## config.mk

```make
export PLATFORM = sky130hd
export DESIGN_NAME = pscfg_bank
export DESIGN_NICKNAME = d
export VERILOG_FILES = /design/src/core/pscfg_bank.v
export VERILOG_INCLUDE_DIRS = /design/src /design/src/include
export SDC_FILE = /design/constraint.sdc
export NUM_CORES = 1
export LEC_CHECK = 0
export ABC_AREA = 1
export BUFFER_PORTS_ARGS = -buffer_cell sky130_fd_sc_hd__buf_2
export CORE_MARGIN = 4
export CORE_UTILIZATION = 25
export DETAILED_ROUTE_END_ITERATION = 10
export PLACE_DENSITY_LB_ADDON = 0.3
export SYNTH_ARGS = -nofsm -noshare
export SYNTH_HDL_FRONTEND = slang
export SYNTH_SLANG_ARGS = --single-unit
```

## constraint.sdc

```tcl
create_clock -name mclk -period 1.5 [get_ports mclk]
set_input_delay 0.075 -clock mclk [delete_from_list [all_inputs] [get_ports mclk]]
set_output_delay 0.075 -clock mclk [all_outputs]
set_load 0.02 [all_outputs]
```

## src/include/pscfg_defines.vh

```
// Offsets, field positions, masks and reset values of the pad slew and drive configuration bank
`ifndef PSCFG_DEFINES_VH
`define PSCFG_DEFINES_VH

// Byte addresses of the four registers on the APB window
`define PSCFG_ADDR_W 4
`define PSCFG_OFS_SLEW_E 4'h0
`define PSCFG_OFS_SLEW_G 4'h4
`define PSCFG_OFS_DRV_LOW 4'h8
`define PSCFG_OFS_DRV_HIGH 4'hc

// Reset value of every register
`define PSCFG_RST_BYTE 8'h00
`define PSCFG_RST_FIELD 2'h0
`define PSCFG_RST_BIT 1'b0

// Slew field positions
`define PSCFG_SE_E_HI 1
`define PSCFG_SE_E_LO 0
`define PSCFG_SE_FU_HI 7
`define PSCFG_SE_FU_LO 6
`define PSCFG_SE_FL_HI 5
`define PSCFG_SE_FL_LO 4
`define PSCFG_SG_U_HI 3
`define PSCFG_SG_U_LO 2
`define PSCFG_SG_L_HI 1
`define PSCFG_SG_L_LO 0

// Drive strength bit positions, low register
`define PSCFG_DL_A_LO 0
`define PSCFG_DL_A_UP 1
`define PSCFG_DL_B_LO 2
`define PSCFG_DL_B_UP 3
`define PSCFG_DL_C_LO 4
`define PSCFG_DL_C_UP 5
`define PSCFG_DL_D_LO 6
`define PSCFG_DL_D_UP 7

// Drive strength bit positions, high register
`define PSCFG_DH_E 0
`define PSCFG_DH_F_LO 2
`define PSCFG_DH_F_UP 3
`define PSCFG_DH_G_LO 4
`define PSCFG_DH_G_UP 5

// Implemented bit masks per variant
`define PSCFG_MASK_SLEW_E_SMALL 8'h03
`define PSCFG_MASK_SLEW_E_LARGE 8'hf3
`define PSCFG_MASK_SLEW_G 8'h0f
`define PSCFG_MASK_DRV_LOW 8'hff
`define PSCFG_MASK_DRV_HIGH_SMALL 8'h31
`define PSCFG_MASK_DRV_HIGH_LARGE 8'h3d

// Level codes and one-hot level selects
`define PSCFG_LVL_W 4
`define PSCFG_LVL_ONE 4'h1
`define PSCFG_DATA_ZERO 32'h0000_0000
`define PSCFG_PAD_ZERO 24'h00_0000

`endif

```

## src/core/pscfg_bank.v

```verilog
// Pad slew-rate and drive-strength configuration register bank with an APB slave
//
// What this block does
// Second slew register bits 3 and 2 have no storage and read zero.
// Second slew register bits 1..0 hold the port E pins 3..0 edge level.
// Slew codes 00..11 decode to levels 0..3 at the pads of the group.
// Third slew register bits 7..4 are unimplemented and always read zero.
// Third slew register bits 3..2 hold the port G pins 7..4 edge level.
// Third slew register bits 1..0 hold the port G pins 3..0 edge level.
// Drive strength is set per group of up to four pins, one bit each.
// Strength bit 0 selects minimum current, 1 selects maximum current.
// Low strength register bit 1 drives port A upper, bit 0 port A lower.
// Low strength register bit 2 drives port B lower, bit 3 port B upper.
// Low strength register bit 5 drives port C upper, bit 4 port C lower.
// Low strength register bit 7 drives port D upper, bit 6 port D lower.
// High strength register bit 5 drives port G upper, bit 4 port G lower.
// High strength register bit 0 drives port E pins 3..0 on all variants.
// Largest variant only: high register bits 3 and 2 drive port F upper, lower.
// Smaller variants: high register bits 3..1 and 7..6 have no storage, read zero.
// Reset clears every implemented slew and strength bit to zero.
// Implemented bits are read/write over the bus and hold until rewritten or reset.
`include "pscfg_defines.vh"

module pscfg_bank #(
   parameter LARGE_VARIANT = 0
) (
   input wire mclk,
   input wire rstn,
   input wire psel,
   input wire penable,
   input wire pwrite,
   input wire [31:0] paddr,
   input wire [31:0] pwdata,
   input wire [3:0] pstrb,
   output wire pready,
   output reg [31:0] prdata,
   output wire pslverr,
   output reg [3:0] port_e_edge_level,
   output reg [3:0] port_f_upper_edge_level,
   output reg [3:0] port_f_lower_edge_level,
   output reg [3:0] port_g_upper_edge_level,
   output reg [3:0] port_g_lower_edge_level,
   output wire port_a_lower_strength,
   output wire port_a_upper_strength,
   output wire port_b_lower_strength,
   output wire port_b_upper_strength,
   output wire port_c_lower_strength,
   output wire port_c_upper_strength,
   output wire port_d_lower_strength,
   output wire port_d_upper_strength,
   output wire port_e_strength,
   output wire port_f_lower_strength,
   output wire port_f_upper_strength,
   output wire port_g_lower_strength,
   output wire port_g_upper_strength
);

   // Storage masks fixed by the package variant
   localparam [7:0] MASK_SLEW_E = (LARGE_VARIANT != 0) ? `PSCFG_MASK_SLEW_E_LARGE : `PSCFG_MASK_SLEW_E_SMALL;
   localparam [7:0] MASK_DRV_HIGH = (LARGE_VARIANT != 0) ? `PSCFG_MASK_DRV_HIGH_LARGE : `PSCFG_MASK_DRV_HIGH_SMALL;

   reg [7:0] slew_ctrl_port_e_ff;
   reg [7:0] slew_ctrl_port_g_ff;
   reg [7:0] drive_strength_ctrl_low_ff;
   reg [7:0] drive_strength_ctrl_high_ff;
   reg [7:0] nxt_slew_ctrl_port_e;
   reg [7:0] nxt_slew_ctrl_port_g;
   reg [7:0] nxt_drive_strength_ctrl_low;
   reg [7:0] nxt_drive_strength_ctrl_high;
   reg [31:0] nxt_prdata;
   reg hit;
   wire [`PSCFG_ADDR_W-1:0] ofs;
   wire word_ok;
   wire wr_en;
   wire rd_en;

   // Zero-wait slave: every access completes in its first access cycle
   assign pready = 1'b1;
   assign ofs = paddr[`PSCFG_ADDR_W-1:0];
   // Anything above the four words is unmapped; byte lanes 1..3 hold nothing
   assign word_ok = (paddr[31:`PSCFG_ADDR_W] == 28'h000_0000);
   assign wr_en = psel & penable & pwrite & pstrb[0];
   assign rd_en = psel & penable & ~pwrite;
   assign pslverr = psel & penable & ~hit;

   // Address decode, next register values and read mux
   always @* begin
      hit = 1'b0;
      nxt_slew_ctrl_port_e = slew_ctrl_port_e_ff;
      nxt_slew_ctrl_port_g = slew_ctrl_port_g_ff;
      nxt_drive_strength_ctrl_low = drive_strength_ctrl_low_ff;
      nxt_drive_strength_ctrl_high = drive_strength_ctrl_high_ff;
      nxt_prdata = `PSCFG_DATA_ZERO;
      if (word_ok) begin
         case (ofs)
            `PSCFG_OFS_SLEW_E: begin
               hit = 1'b1;
               // Unstored bits are masked on write so they always read zero
               if (wr_en) begin
                  nxt_slew_ctrl_port_e = pwdata[7:0] & MASK_SLEW_E;
               end
               nxt_prdata = {24'h00_0000, slew_ctrl_port_e_ff};
            end
            `PSCFG_OFS_SLEW_G: begin
               hit = 1'b1;
               if (wr_en) begin
                  nxt_slew_ctrl_port_g = pwdata[7:0] & `PSCFG_MASK_SLEW_G;
               end
               nxt_prdata = {24'h00_0000, slew_ctrl_port_g_ff};
            end
            `PSCFG_OFS_DRV_LOW: begin
               hit = 1'b1;
               if (wr_en) begin
                  nxt_drive_strength_ctrl_low = pwdata[7:0] & `PSCFG_MASK_DRV_LOW;
               end
               nxt_prdata = {24'h00_0000, drive_strength_ctrl_low_ff};
            end
            `PSCFG_OFS_DRV_HIGH: begin
               hit = 1'b1;
               if (wr_en) begin
                  nxt_drive_strength_ctrl_high = pwdata[7:0] & MASK_DRV_HIGH;
               end
               nxt_prdata = {24'h00_0000, drive_strength_ctrl_high_ff};
            end
            default: begin
               hit = 1'b0;
            end
         endcase
      end
   end

   // Register storage, read data and decoded level selects
   // The one-hot selects are loaded from the next values so they track the fields with no extra lag
   always @(posedge mclk) begin
      if (!rstn) begin
         slew_ctrl_port_e_ff <= `PSCFG_RST_BYTE;
         slew_ctrl_port_g_ff <= `PSCFG_RST_BYTE;
         drive_strength_ctrl_low_ff <= `PSCFG_RST_BYTE;
         drive_strength_ctrl_high_ff <= `PSCFG_RST_BYTE;
         prdata <= `PSCFG_DATA_ZERO;
         port_e_edge_level <= `PSCFG_LVL_ONE;
         port_f_upper_edge_level <= `PSCFG_LVL_ONE;
         port_f_lower_edge_level <= `PSCFG_LVL_ONE;
         port_g_upper_edge_level <= `PSCFG_LVL_ONE;
         port_g_lower_edge_level <= `PSCFG_LVL_ONE;
      end else begin
         slew_ctrl_port_e_ff <= nxt_slew_ctrl_port_e;
         slew_ctrl_port_g_ff <= nxt_slew_ctrl_port_g;
         drive_strength_ctrl_low_ff <= nxt_drive_strength_ctrl_low;
         drive_strength_ctrl_high_ff <= nxt_drive_strength_ctrl_high;
         // Read data is captured in the setup cycle so it is valid in the access cycle
         if (psel & ~penable & ~pwrite) begin
            prdata <= nxt_prdata;
         end else if (!rd_en) begin
            prdata <= `PSCFG_DATA_ZERO;
         end
         // Code n selects level n: bit n of the one-hot select
         port_e_edge_level <= `PSCFG_LVL_ONE << nxt_slew_ctrl_port_e[`PSCFG_SE_E_HI:`PSCFG_SE_E_LO];
         port_f_upper_edge_level <= `PSCFG_LVL_ONE << nxt_slew_ctrl_port_e[`PSCFG_SE_FU_HI:`PSCFG_SE_FU_LO];
         port_f_lower_edge_level <= `PSCFG_LVL_ONE << nxt_slew_ctrl_port_e[`PSCFG_SE_FL_HI:`PSCFG_SE_FL_LO];
         port_g_upper_edge_level <= `PSCFG_LVL_ONE << nxt_slew_ctrl_port_g[`PSCFG_SG_U_HI:`PSCFG_SG_U_LO];
         port_g_lower_edge_level <= `PSCFG_LVL_ONE << nxt_slew_ctrl_port_g[`PSCFG_SG_L_HI:`PSCFG_SG_L_LO];
      end
   end

   // One stored bit per nibble group; 0 is minimum and 1 maximum current
   assign port_a_lower_strength = drive_strength_ctrl_low_ff[`PSCFG_DL_A_LO];
   assign port_a_upper_strength = drive_strength_ctrl_low_ff[`PSCFG_DL_A_UP];
   assign port_b_lower_strength = drive_strength_ctrl_low_ff[`PSCFG_DL_B_LO];
   assign port_b_upper_strength = drive_strength_ctrl_low_ff[`PSCFG_DL_B_UP];
   assign port_c_lower_strength = drive_strength_ctrl_low_ff[`PSCFG_DL_C_LO];
   assign port_c_upper_strength = drive_strength_ctrl_low_ff[`PSCFG_DL_C_UP];
   assign port_d_lower_strength = drive_strength_ctrl_low_ff[`PSCFG_DL_D_LO];
   assign port_d_upper_strength = drive_strength_ctrl_low_ff[`PSCFG_DL_D_UP];
   assign port_e_strength = drive_strength_ctrl_high_ff[`PSCFG_DH_E];
   // Port F bits have no storage on small variants, so these stay low there
   assign port_f_lower_strength = drive_strength_ctrl_high_ff[`PSCFG_DH_F_LO];
   assign port_f_upper_strength = drive_strength_ctrl_high_ff[`PSCFG_DH_F_UP];
   assign port_g_lower_strength = drive_strength_ctrl_high_ff[`PSCFG_DH_G_LO];
   assign port_g_upper_strength = drive_strength_ctrl_high_ff[`PSCFG_DH_G_UP];

endmodule // pscfg_bank

```

# After elaboration in Yosys (flattened, before gate mapping)

Cells that the tools add are included.

Equal/unequal tests: 4
Shifts and indexed selects: 5
Muxes and demuxes: 12
Bitwise gates (word level): 10
Reductions and logical operators: 5

Operators with widths:

| operator                                               | count |
|---|---|
| two-way mux 32 bit                                     | 2 |
| two-way mux 8 bit                                      | 4 |
| case mux 8 bit (4 select lines)                        | 1 |
| logical NOT 28 bit                                     | 1 |
| << shifter 1 x 2 -> 4 bit (first input constant)       | 5 |
| two-way mux 4 bit                                      | 3 |
| equality test 4 bit (second input constant)            | 2 |
| AND 1 bit                                              | 7 |
| AND reduction 3 bit                                    | 2 |
| equality test 4 x 3 -> 1 bit (second input constant)   | 1 |
| logical NOT 4 bit                                      | 1 |
| OR reduction 4 bit                                     | 1 |
| inverter 1 bit                                         | 3 |
| two-way mux 1 bit                                      | 2 |
| inequality test 2 x 1 -> 1 bit (second input constant) | 1 |

Flip-flop bits (word level): 73
Bits of input ports: 73
Output and inout port bits: 67
Word-level logic and storage cells: 46

# Longest topological paths before layout

Gate-level depths: netlist (run 1).

Depth after elaboration: 7
Depth in mapped cells: 10
Depth with buffers taken out: 10

# Least setup slack after synthesis (run 1)

OpenSTA, ideal clock, no wires.

Path kind: input port to flip-flop
Start: in paddr[4]
End: reg drive_strength_ctrl_low_ff[0]
Library setup time: 113 ps
Arrival time: 992 ps
Slack: 395 ps
Stages: 9
Buffers on the path: 1
Cells stage by stage: nor2_1 -> nand2_1 -> nor2_2 -> nand2_4 -> nor2_8 -> nand3_4 -> buf_6 -> nor2_1 -> nor2_1

Longest elaborated chain between the ends: 2

Ends and longest elaborated chain:

| what                                 | line             | source |
|---|---|---|
| from (decl)                          | pscfg_bank.v:32  | `input wire [31:0] paddr,` |
| logical NOT 28 bit                   | pscfg_bank.v:81  | `` assign word_ok = (paddr[31:`PSCFG_ADDR_W] == 28'h000_0000); `` |
| AND reduction 3 bit (no source line) | -                |  |
| to (signal assigned)                 | pscfg_bank.v:138 | `` drive_strength_ctrl_low_ff <= `PSCFG_RST_BYTE; `` |
| to (signal assigned)                 | pscfg_bank.v:149 | `drive_strength_ctrl_low_ff <= nxt_drive_strength_ctrl_low;` |
| to (decl)                            | pscfg_bank.v:64  | `reg [7:0] drive_strength_ctrl_low_ff;` |

No other way between the ends.
A chain may end at the register's enable or synchronous reset.

# Final worst setup path (run 1)

Start: in paddr[29]
End: out pslverr

Longest elaborated chain between the ends: 4

Ends and longest elaborated chain:

| what               | line            | source |
|---|---|---|
| logical NOT 28 bit | pscfg_bank.v:81 |  |
| two-way mux 1 bit  | pscfg_bank.v:94 | `if (word_ok) begin` |
| inverter 1 bit     | pscfg_bank.v:84 | `assign pslverr = psel & penable & ~hit;` |
| AND 1 bit          | pscfg_bank.v:84 |  |
| to (decl)          | pscfg_bank.v:37 | `output wire pslverr,` |

No other way between the ends.

==> results.sh, run 1 <==
export IMPL_postCtsSetupBuffers=0
export IMPL_dpl_instance_area_um2=2770
export IMPL_critPathMaxStageDelay_ns=0.21
export IMPL_min_path_type="input port to register"
export IMPL_finalSetupViolCount=0
export IMPL_fin_skew_ns=0.00253
export IMPL_routed_wl_um=5860
export IMPL_cts_tree="built"
export IMPL_slowest_stage="nor2_8"
export IMPL_synth_top_family_by_area="simple AND/OR/NAND/NOR gates"
export IMPL_die_h_um=104
export IMPL_place_worst_setup_slack_ns=0.123
export IMPL_ys_ff_latch=49
export IMPL_switching_share_pct=24.6
export IMPL_yosys_area_share_simple_pct=35.8
export IMPL_io_buffers=85
export IMPL_post_dp_hpwl_um=4790
export IMPL_min_from="pwdata[6]"
export IMPL_dieWidth_um=104
export IMPL_routabilityCongestion=0.788
export IMPL_drtPass1Iterations=5
export IMPL_coreArea_um2=8850
export IMPL_reg2reg_to="port_g_upper_edge_level[1]$_SDFF_PP0_"
export IMPL_seq_area_frac_synth_pct=42.6
export IMPL_viasPerCell=4.12
export IMPL_synth_compound_area_share_pct=6.19
export IMPL_clock_latency_ns=0.30
export IMPL_htreeDepth=2
export IMPL_synth_cell_types=25
export IMPL_grt_first_pass_wirelength_um=9470
export IMPL_synth_top_area_cell="dfxtp_1"
export IMPL_holdPathStages=3
export IMPL_pin_count=140
export IMPL_total_power_mw=2.29
export IMPL_start_kind="input port"
export IMPL_diodes=0
export IMPL_power_density_nw_per_um2=801
export IMPL_clock_tree_root_cell="clkbuf_8"
export IMPL_avgSynthCellArea_um2=6.98
export IMPL_clock_path_buffers=2
export IMPL_fin_crit_ns=1.30
export IMPL_syn_inst=330
export IMPL_min_to="drive_strength_ctrl_low_ff[6]$_SDFFE_PN0P_"
export IMPL_critPathMaxFanout=11
export IMPL_syn_area_um2=2300
export IMPL_timing_final_ws_setup_ns=0.204
export IMPL_drt_initial_drc_count=125
export IMPL_leakagePower_nw=1.55
export IMPL_route_vias_total=2184
export IMPL_critPathKind="input port to output port"
export IMPL_power_frac_clock_pct=34.4
export IMPL_rows=34
export IMPL_final_common_cell="nand2_1"
export IMPL_drive_gt1_share_pct=26.1
export IMPL_yosysWarnings=0
export IMPL_p_comb_share_pct=8.9
export IMPL_synth_top_area_share_pct=42.6
export IMPL_p_int_mw=1.73
export IMPL_path_clk_slew_ns=0.08
export IMPL_ys_top_cells_by_area="dfxtp_1 (43%), nand2_1 (16%), buf_4 (8.8%)"
export IMPL_cts_resized=0
export IMPL_r2r_slack_ns=0.41
export IMPL_drtAntennaViolNets=0
export IMPL_cts_buffers=5
export IMPL_timing_setup_tns_ns=0
export IMPL_synthXorXnorAreaFrac_pct=0
export IMPL_worstPathArrival_ns=1.22
export IMPL_rsz0062_at_grt="no"
export IMPL_p_switching_uw=564
export IMPL_ir_worst_vdd_mv=0.278
export IMPL_grt_max_degree=21
export IMPL_drc=0
export IMPL_start_util_pct=26.0
export IMPL_r2r_cells=8
export IMPL_maxCapViolations=0
export IMPL_slew_violations=0
export IMPL_crit_required_ns=1.42
export IMPL_r2r_start="slew_ctrl_port_g_ff[2]$_SDFF_PN0_"
export IMPL_outcome="finished clean"
export IMPL_grt_pass1_vias=2029
export IMPL_grt_antenna_before_repair=0
export IMPL_layout_common_cells="nand2_1 (96), buf_2 (85), nor2_1 (54)"
export IMPL_area_delta_synth_final_pct=24.2
export IMPL_grt_ovfl_total=0
export IMPL_cts_sinks=49
export IMPL_detail_route_wl_per_cell_um=11.1
export IMPL_grt_usage_pct=10.5
export IMPL_power_frac_seq_pct=56.7
export IMPL_final_area_um2=2860
export IMPL_crit_path_end_kind="output port"
export IMPL_ctsHoldBuffers=0
export IMPL_hold_viol_final=0
export IMPL_max_freq_ghz=0.772
export IMPL_die_area_um2=10800
export IMPL_num_nets_final=495
export IMPL_synth_fa_ha_area_share_pct=0
export IMPL_worstPathCellList="buf_2, nor2_1, nand2_1, nor2_1, nand2_2, nor2_8, buf_4, a21oi_1, buf_2"
export IMPL_min_period_over_period_pct=86.4
export IMPL_synthMuxAreaShare_pct=0
-- worst max-delay path by stage --
| stage | cells after the start | to | start | slack (ns) |
|---|---|---|---|---|
| 2_1_floorplan | 9 | drive_strength_ctrl_low_ff[0]$_SDFFE_PN0P_ | paddr[4] | 0.39 |
| 3_3_place_gp | 10 | port_f_lower_edge_level[0]$_SDFF_PN1_ | paddr[31] | 0.14 |
| 4_1_cts | 9 | pslverr | paddr[29] | 0.17 |
| 5_1_grt | 9 | pslverr | paddr[24] | 0.05 |
| 3_5_place_dp | 9 | drive_strength_ctrl_high_ff[4]$_SDFFE_PN0P_ | paddr[29] | 0.12 |
| 6_report | 9 | pslverr | paddr[29] | 0.20 |
-- metrics by stage --
stage | hold WS [ns] | cells | util [%]
final | 0.00944 | 530 | 32.4
after global routing | 0.0148 | 530 | 32.4
after CTS | 0.00423 | 530 | 32.4
after detailed placement | 0.312 | 523 | 31.3
after global placement | 0.303 | 523 | 31.3
after floorplan | 0.210 | 355 | -
-- cell families (layout without fill, tap and decap cells) --
| group | count (synthesis) | count (layout) |
|---|---|---|
| compound gates | 28 | 28 |
| buf+inv | 61 | 128 |
| flops | 49 | 49 |
| other cells | 2 | 27 |
| simple gates | 190 | 190 |
-- critical path, delay by kind of cell --
family | cells | cell delay (ns)
compound gates | 1 | 0.07
buf+inv | 3 | 0.44
simple gates | 5 | 0.61
-- per-layer routing --
| metal | GRT usage [%] | wire (µm) |
|---|---|---|
| met5 | 0 | 0 |
| met4 | 2.85 | 62 |
| met3 | 3.23 | 431 |
| met2 | 17.3 | 2730 |
| met1 | 13.2 | 2640 |
-- synth_stat cells --
master    number
nand2_1       96
nor2_1        54
dfxtp_1       49
buf_4         27
inv_1         27
o21ai_0       17
nand3_1       15
a21oi_1        9
nor3_1         8
nand4_1        5
nand2_2        4
buf_2          2
buf_6          2
conb_1         2
nor2_4         2
o22ai_1        2
and2_1         1
clkbuf_1       1
clkinv_1       1
inv_2          1
nand2_4        1
nand3_4        1
nor2_2         1
nor2_8         1
nor3b_1        1
-- registers in the layout, summed over array words and instances, names as in the netlist --
register                     flops
drive_strength_ctrl_low_ff       8
prdata                           8
slew_ctrl_port_e_ff              6
port_e_edge_level                4
port_f_lower_edge_level          4
port_f_upper_edge_level          4
port_g_lower_edge_level          4
port_g_upper_edge_level          4
slew_ctrl_port_g_ff              4
drive_strength_ctrl_high_ff      3
-- layout make-up --
type | instances | area, µm²
inverters | 29 | 109
multi-input cells | 245 | 1070
clock inverters | 1 | 7.51
clock buffers | 6 | 82.6
flip-flops and latches | 49 | 981
repair buffers | 92 | 478
fillers | 982 | 5990
well taps | 108 | 135
-- power by group through the flow --
stage                     clock [mW]  combinational [mW]  sequential [mW]
after detailed placement           0               0.203             1.33
after floorplan                    0               0.168             1.33
after CTS                      0.819               0.204             1.30
after global routing           0.869               0.226             1.30
final                          0.789               0.204             1.30
after global placement             0               0.200             1.33
Power figures use the tool's default switching activity.
==> inputs of run 2 (changes only) <==
--- a/config.mk
+++ b/config.mk
@@ -6,12 +6,12 @@
 export SDC_FILE = /design/constraint.sdc
 export NUM_CORES = 1
 export LEC_CHECK = 0
-export ABC_AREA = 1
 export BUFFER_PORTS_ARGS = -buffer_cell sky130_fd_sc_hd__buf_2
 export CORE_MARGIN = 4
-export CORE_UTILIZATION = 25
+export CORE_UTILIZATION = 44
 export DETAILED_ROUTE_END_ITERATION = 10
 export PLACE_DENSITY_LB_ADDON = 0.3
 export SYNTH_ARGS = -nofsm -noshare
 export SYNTH_HDL_FRONTEND = slang
 export SYNTH_SLANG_ARGS = --single-unit
+export TNS_END_PERCENT = 5
==> run 2 against run 1 <==
Against the previous run:
- clock power fell by 5.4%
- die area fell by 38%
- via count shrank 6.9%
- register-to-register slack better by 0.03 ns
==> results.sh, run 2 <==
export IMPL_outcome="finished clean"
export IMPL_grt_use_met1_pct=21.8
export IMPL_synth_commonest_cells="dfxtp_1 (49), nand2_1 (38), mux2i_1 (29), buf_4 (28), nand3b_1 (10)"
export IMPL_drive_gt1_share_pct=39.2
export IMPL_critPathMaxFanout=2
export IMPL_drc=0
export IMPL_area_delta_synth_final_pct=29.0
export IMPL_fin_crit_ns=1.38
export IMPL_total_power_mw=2.30
export IMPL_detail_route_wl_per_cell_um=14.0
export IMPL_seq_area_frac_synth_pct=41.2
export IMPL_ir_worst_vdd_mv=0.386
export IMPL_final_area_um2=3070
export IMPL_timing_setup_tns_ns=0
export IMPL_avgSynthCellArea_um2=9.81
export IMPL_max_freq_ghz=0.723
export IMPL_met3_usage_pct=4.39
export IMPL_min_period_over_period_pct=92.3
export IMPL_slew_violations=0
export IMPL_io_buffers=85
export IMPL_fin_skew_ns=0.00904
export IMPL_maxCapViolations=0
export IMPL_syn_inst=243
export IMPL_post_dp_hpwl_um=4450
export IMPL_dpl_cell_count=405
export IMPL_crit_path_end_kind="output port"
export IMPL_synth_top_area_cell="dfxtp_1"
export IMPL_path_clk_slew_ns=0.09
export IMPL_grt_antenna_before_repair=0
export IMPL_ys_top_cells_by_area="dfxtp_1 (41%), mux2i_1 (12%), buf_4 (8.8%)"
export IMPL_grt_usage_pct=17.4
export IMPL_synth_cell_types=43
export IMPL_clock_tree_root_cell="clkbuf_8"
export IMPL_grt_pass1_vias=1876
export IMPL_synth_top_area_share_pct=41.2
export IMPL_num_nets_final=417
export IMPL_power_density_nw_per_um2=749
export IMPL_busiest_layer="met2"
export IMPL_hold_viol_final=0
export IMPL_worstPathCellList="buf_2, nor4_4, nand4_4, or3_4, nor2b_4, buf_6"
export IMPL_slowest_stage="or3_4"
export IMPL_route_vias_total=2034
export IMPL_die_area_um2=6660
export IMPL_critPathKind="input port to output port"
export IMPL_viasPerCell=4.91
export IMPL_ys_flop_type="dfxtp_1"
export IMPL_grt_ovfl_total=0
export IMPL_synth_most_common_cell="dfxtp_1"
export IMPL_pin_count=140
export IMPL_rsz0062_at_grt="no"
export IMPL_drt_initial_drc_count=166
export IMPL_crit_required_ns=1.42
export IMPL_dieWidth_um=81.6
export IMPL_met2_usage_pct=28.8
export IMPL_routed_wl_um=5810
export IMPL_cts_tree="built"
export IMPL_whs_ns=0.00866
export IMPL_synth_enable_flop_cells=0
export IMPL_leakagePower_nw=1.36
export IMPL_clock_latency_ns=0.30
export IMPL_die_h_um=81.6
export IMPL_cts_buffers=5
export IMPL_drtAntennaViolNets=0
export IMPL_yosysWarnings=0
export IMPL_dpl_instance_area_um2=2910
export IMPL_ctsHoldBuffers=0
export IMPL_ys_ff_latch=49
export IMPL_drtPass1Iterations=4
export IMPL_diodes=0
export IMPL_rows=26
export IMPL_min_path_type="input port to register"
export IMPL_utilization_pct=59.4
export IMPL_grt_max_degree=47
export IMPL_routabilityCongestion=0.774
export IMPL_final_common_cell="buf_2"
export IMPL_htreeDepth=2
export IMPL_start_util_pct=46.1
export IMPL_fin_cells=414
export IMPL_clock_path_buffers=2
export IMPL_coreArea_um2=5170
export IMPL_cts_sinks=49
export IMPL_place_worst_setup_slack_ns=-0.217
export IMPL_reg_top3="drive_strength_ctrl_low_ff: 8 flops, prdata: 8 flops, slew_ctrl_port_e_ff: 6 flops"
export IMPL_layout_common_cells="buf_2 (82), dfxtp_1 (49), nand2_1 (38)"
export IMPL_timing_final_ws_setup_ns=0.116
export IMPL_async_flop_share_pct=0
export IMPL_finalSetupViolCount=0
export IMPL_syn_area_um2=2380
export IMPL_grt_first_pass_wirelength_um=8780
export IMPL_worstPathArrival_ns=1.31
export IMPL_critPathMaxStageDelay_ns=0.39
export IMPL_start_kind="input port"
## run 2: path summary, 6_finish.rpt
kind                                      from  slack [ns]  cells past startpoint                                    endpoint
max                                   paddr[6]        0.12                      6                                     pslverr
min                                  pwdata[7]       0.009                      3  drive_strength_ctrl_low_ff[7]$_SDFFE_PN0P_
max reg2reg  slew_ctrl_port_e_ff[0]$_SDFF_PN0_        0.44                      3                      prdata[0]$_SDFFE_PN0P_
min reg2reg             prdata[2]$_SDFFE_PN0P_        0.45                      2                      prdata[2]$_SDFFE_PN0P_
## run 2: critical path: cells and delay by family
kind	cells	cell delay (ns)
buffers and inverters	2	0.24
AND/OR/NAND/NOR	4	0.99
## run 2: what timing repair did
item / 4_1_cts / 5_1_grt
endpoints found under the setup margin: 1 / 12
gates resized for setup: 9 / 3
setup buffers: 3 / 0
gates cloned: 0 / 0
pin swaps: 5 / 1
## run 2: cells by family (layout without fill, tap and decap cells)
kind of cell | count (synthesis) | after routing | synth area share, %
other cells | 2 | 27 | 0.315
simple gates | 100 | 100 | 27.2
mux | 32 | 32 | 14.1
buf+inv | 40 | 116 | 10.8
compound gates | 20 | 20 | 6.40
flops | 49 | 49 | 41.2
## run 2: area by class of cell
class                           instances  area [µm²]
Tap cell                               70        87.6
Inverter                                3        11.3
Multi-Input combinational cell        179        1290
Timing Repair Buffer                  106         614
Clock inverter                          2        16.3
Sequential cell                        49         981
Clock buffer                            5        68.8
Fill cell                             465        2100
## run 2: report_power, final
| group | internal [mW] | switching (mW) | total (mW) | leakage (nW) |
|---|---|---|---|---|
| Combinational | 0.0861 | 0.171 | 0.257 | 0.926 |
| Clock | 0.322 | 0.424 | 0.746 | 0.0402 |
| Sequential | 1.30 | 0.0000000000138 | 1.30 | 0.395 |
## run 2: per-layer routing
layer  routed length (µm)  part of all wire (%)
met1                 2570                    44
met2                 2610                    45
met3                  539                   9.3
met4                   90                   1.5
met5                    0                     0
==> inputs of run 3 (changes only) <==
--- a/config.mk
+++ b/config.mk
@@ -11,6 +11,7 @@
 export CORE_UTILIZATION = 44
 export DETAILED_ROUTE_END_ITERATION = 10
 export PLACE_DENSITY_LB_ADDON = 0.3
+export REMOVE_ABC_BUFFERS = 1
 export SYNTH_ARGS = -nofsm -noshare
 export SYNTH_HDL_FRONTEND = slang
 export SYNTH_SLANG_ARGS = --single-unit
==> run 3 against run 2 <==
Against the previous run:
- critical path depth is 2 higher
- combinational power hardly changed
- via count is 4.1% higher
- sequential cell count stayed put
==> results.sh, run 3 (synthesis results as in run 2) <==
export IMPL_maxCapViolations=0
export IMPL_critPathKind="input port to register"
export IMPL_grt_ovfl_total=0
export IMPL_grt_use_met1_pct=22.5
export IMPL_outcome="finished clean"
export IMPL_route_vias_total=2118
export IMPL_clock_path_buffers=2
export IMPL_leakagePower_nw=1.36
export IMPL_num_nets_final=417
export IMPL_drt_initial_drc_count=95
export IMPL_clock_tree_root_cell="clkbuf_8"
export IMPL_drive_gt1_share_pct=38.8
export IMPL_grt_antenna_before_repair=0
export IMPL_worstPathArrival_ns=1.63
export IMPL_crit_path_end_kind="register"
export IMPL_rsz0062_at_grt="no"
export IMPL_dpl_cell_count=405
export IMPL_reg_top3="drive_strength_ctrl_low_ff: 8 flops, prdata: 8 flops, slew_ctrl_port_e_ff: 6 flops"
export IMPL_drtPass1Iterations=4
export IMPL_clock_latency_ns=0.29
export IMPL_place_worst_setup_slack_ns=-0.173
export IMPL_timing_setup_tns_ns=0
export IMPL_die_h_um=81.6
export IMPL_coreArea_um2=5170
export IMPL_crit_required_ns=1.73
export IMPL_area_delta_synth_final_pct=27.7
export IMPL_cts_buffers=5
export IMPL_post_dp_hpwl_um=4420
export IMPL_finalSetupViolCount=0
export IMPL_met2_usage_pct=31.1
export IMPL_fin_skew_ns=0.00294
export IMPL_pin_count=140
export IMPL_grt_pass1_vias=2014
export IMPL_busiest_layer="met2"
export IMPL_viasPerCell=5.10
export IMPL_fin_cells=415
export IMPL_grt_usage_pct=18.0
export IMPL_io_buffers=85
export IMPL_min_path_type="input port to register"
export IMPL_fillers=465
export IMPL_die_area_um2=6660
export IMPL_start_kind="input port"
export IMPL_detail_route_wl_per_cell_um=14.0
export IMPL_total_power_mw=2.29
export IMPL_hold_viol_final=0
export IMPL_path_clk_slew_ns=0.08
export IMPL_layout_common_cells="buf_2 (82), dfxtp_1 (49), nand2_1 (38)"
export IMPL_critPathMaxFanout=10
export IMPL_htreeDepth=2
export IMPL_rows=26
export IMPL_drc=0
export IMPL_diodes=0
export IMPL_start_util_pct=46.1
export IMPL_power_density_nw_per_um2=752
export IMPL_cts_tree="built"
export IMPL_met3_usage_pct=3.73
export IMPL_routed_wl_um=5820
export IMPL_fin_crit_ns=1.40
export IMPL_routabilityCongestion=0.778
export IMPL_drtAntennaViolNets=0
export IMPL_grt_max_degree=47
export IMPL_grt_first_pass_wirelength_um=9360
export IMPL_cts_sinks=49
export IMPL_min_period_over_period_pct=93.3
export IMPL_timing_final_ws_setup_ns=0.100
export IMPL_dieWidth_um=81.6
export IMPL_max_freq_ghz=0.714
export IMPL_slew_violations=0
export IMPL_ir_worst_vdd_mv=0.528
export IMPL_final_common_cell="buf_2"
## run 3: routing by layer
metal  up-vias  wire [µm]
met5         -          0
met4         0         42
met3         5        480
met2        99       2760
met1       996       2530
li1       1018          -
## run 3: critical path, stage by stage
cell	delay, ns
buf_6	0.10
nor4_4	0.26
buf_4	0.15
nand3_2	0.09
buf_4	0.20
nor4_2	0.27
buf_4	0.27
mux2i_1	0.21
## run 3: cell type report
type	instances	area, µm²	area share [%]
repair buffers	106	602	19.8
flip-flops and latches	49	981	32.2
well taps	70	87.6	2.88
clock buffers	6	72.6	2.38
multi-input cells	179	1280	42.0
inverters	3	11.3	0.370
clock inverters	2	10.0	0.329
## run 3: timing repair
| action | CTS | global route |
|---|---|---|
| cloned | 0 | 0 |
| endpoints found under the hold margin | 0 | 0 |
| endpoints found under the setup margin | 1 | 13 |
| gates resized for setup | 11 | 0 |
| setup buffers | 3 | 0 |
| pin swaps | 4 | 2 |
| hold buffers | 0 | 0 |
## run 3: path summary, 6_finish.rpt
check | slack, ns | to | startpoint | depth (start not counted)
worst max-delay path | 0.10 | port_g_upper_edge_level[3]$_SDFF_PN0_ | paddr[26] | 8
worst min-delay path | 0.02 | drive_strength_ctrl_low_ff[6]$_SDFFE_PN0P_ | pwdata[6] | 3
worst max register to register | 0.44 | prdata[0]$_SDFFE_PN0P_ | slew_ctrl_port_e_ff[0]$_SDFF_PN0_ | 3
worst min register to register | 0.45 | prdata[4]$_SDFFE_PN0P_ | prdata[4]$_SDFFE_PN0P_ | 2
## run 3: per-stage QoR
step	util (%)	instance area, µm²	hold WS, ns
after detailed placement	55.9	2890	0.343
final	58.9	3040	0.0242
after floorplan	-	2230	0.164
after CTS	59.1	3060	0.0143
after global routing	58.9	3040	0.0596
after global placement	55.9	2890	0.326
## run 3: power breakdown
part	switching [mW]	internal, mW	total (mW)
sequential	0.0000000000137	1.30	1.30
combinational	0.170	0.0863	0.256
clock	0.409	0.324	0.732
total	0.579	1.71	2.29
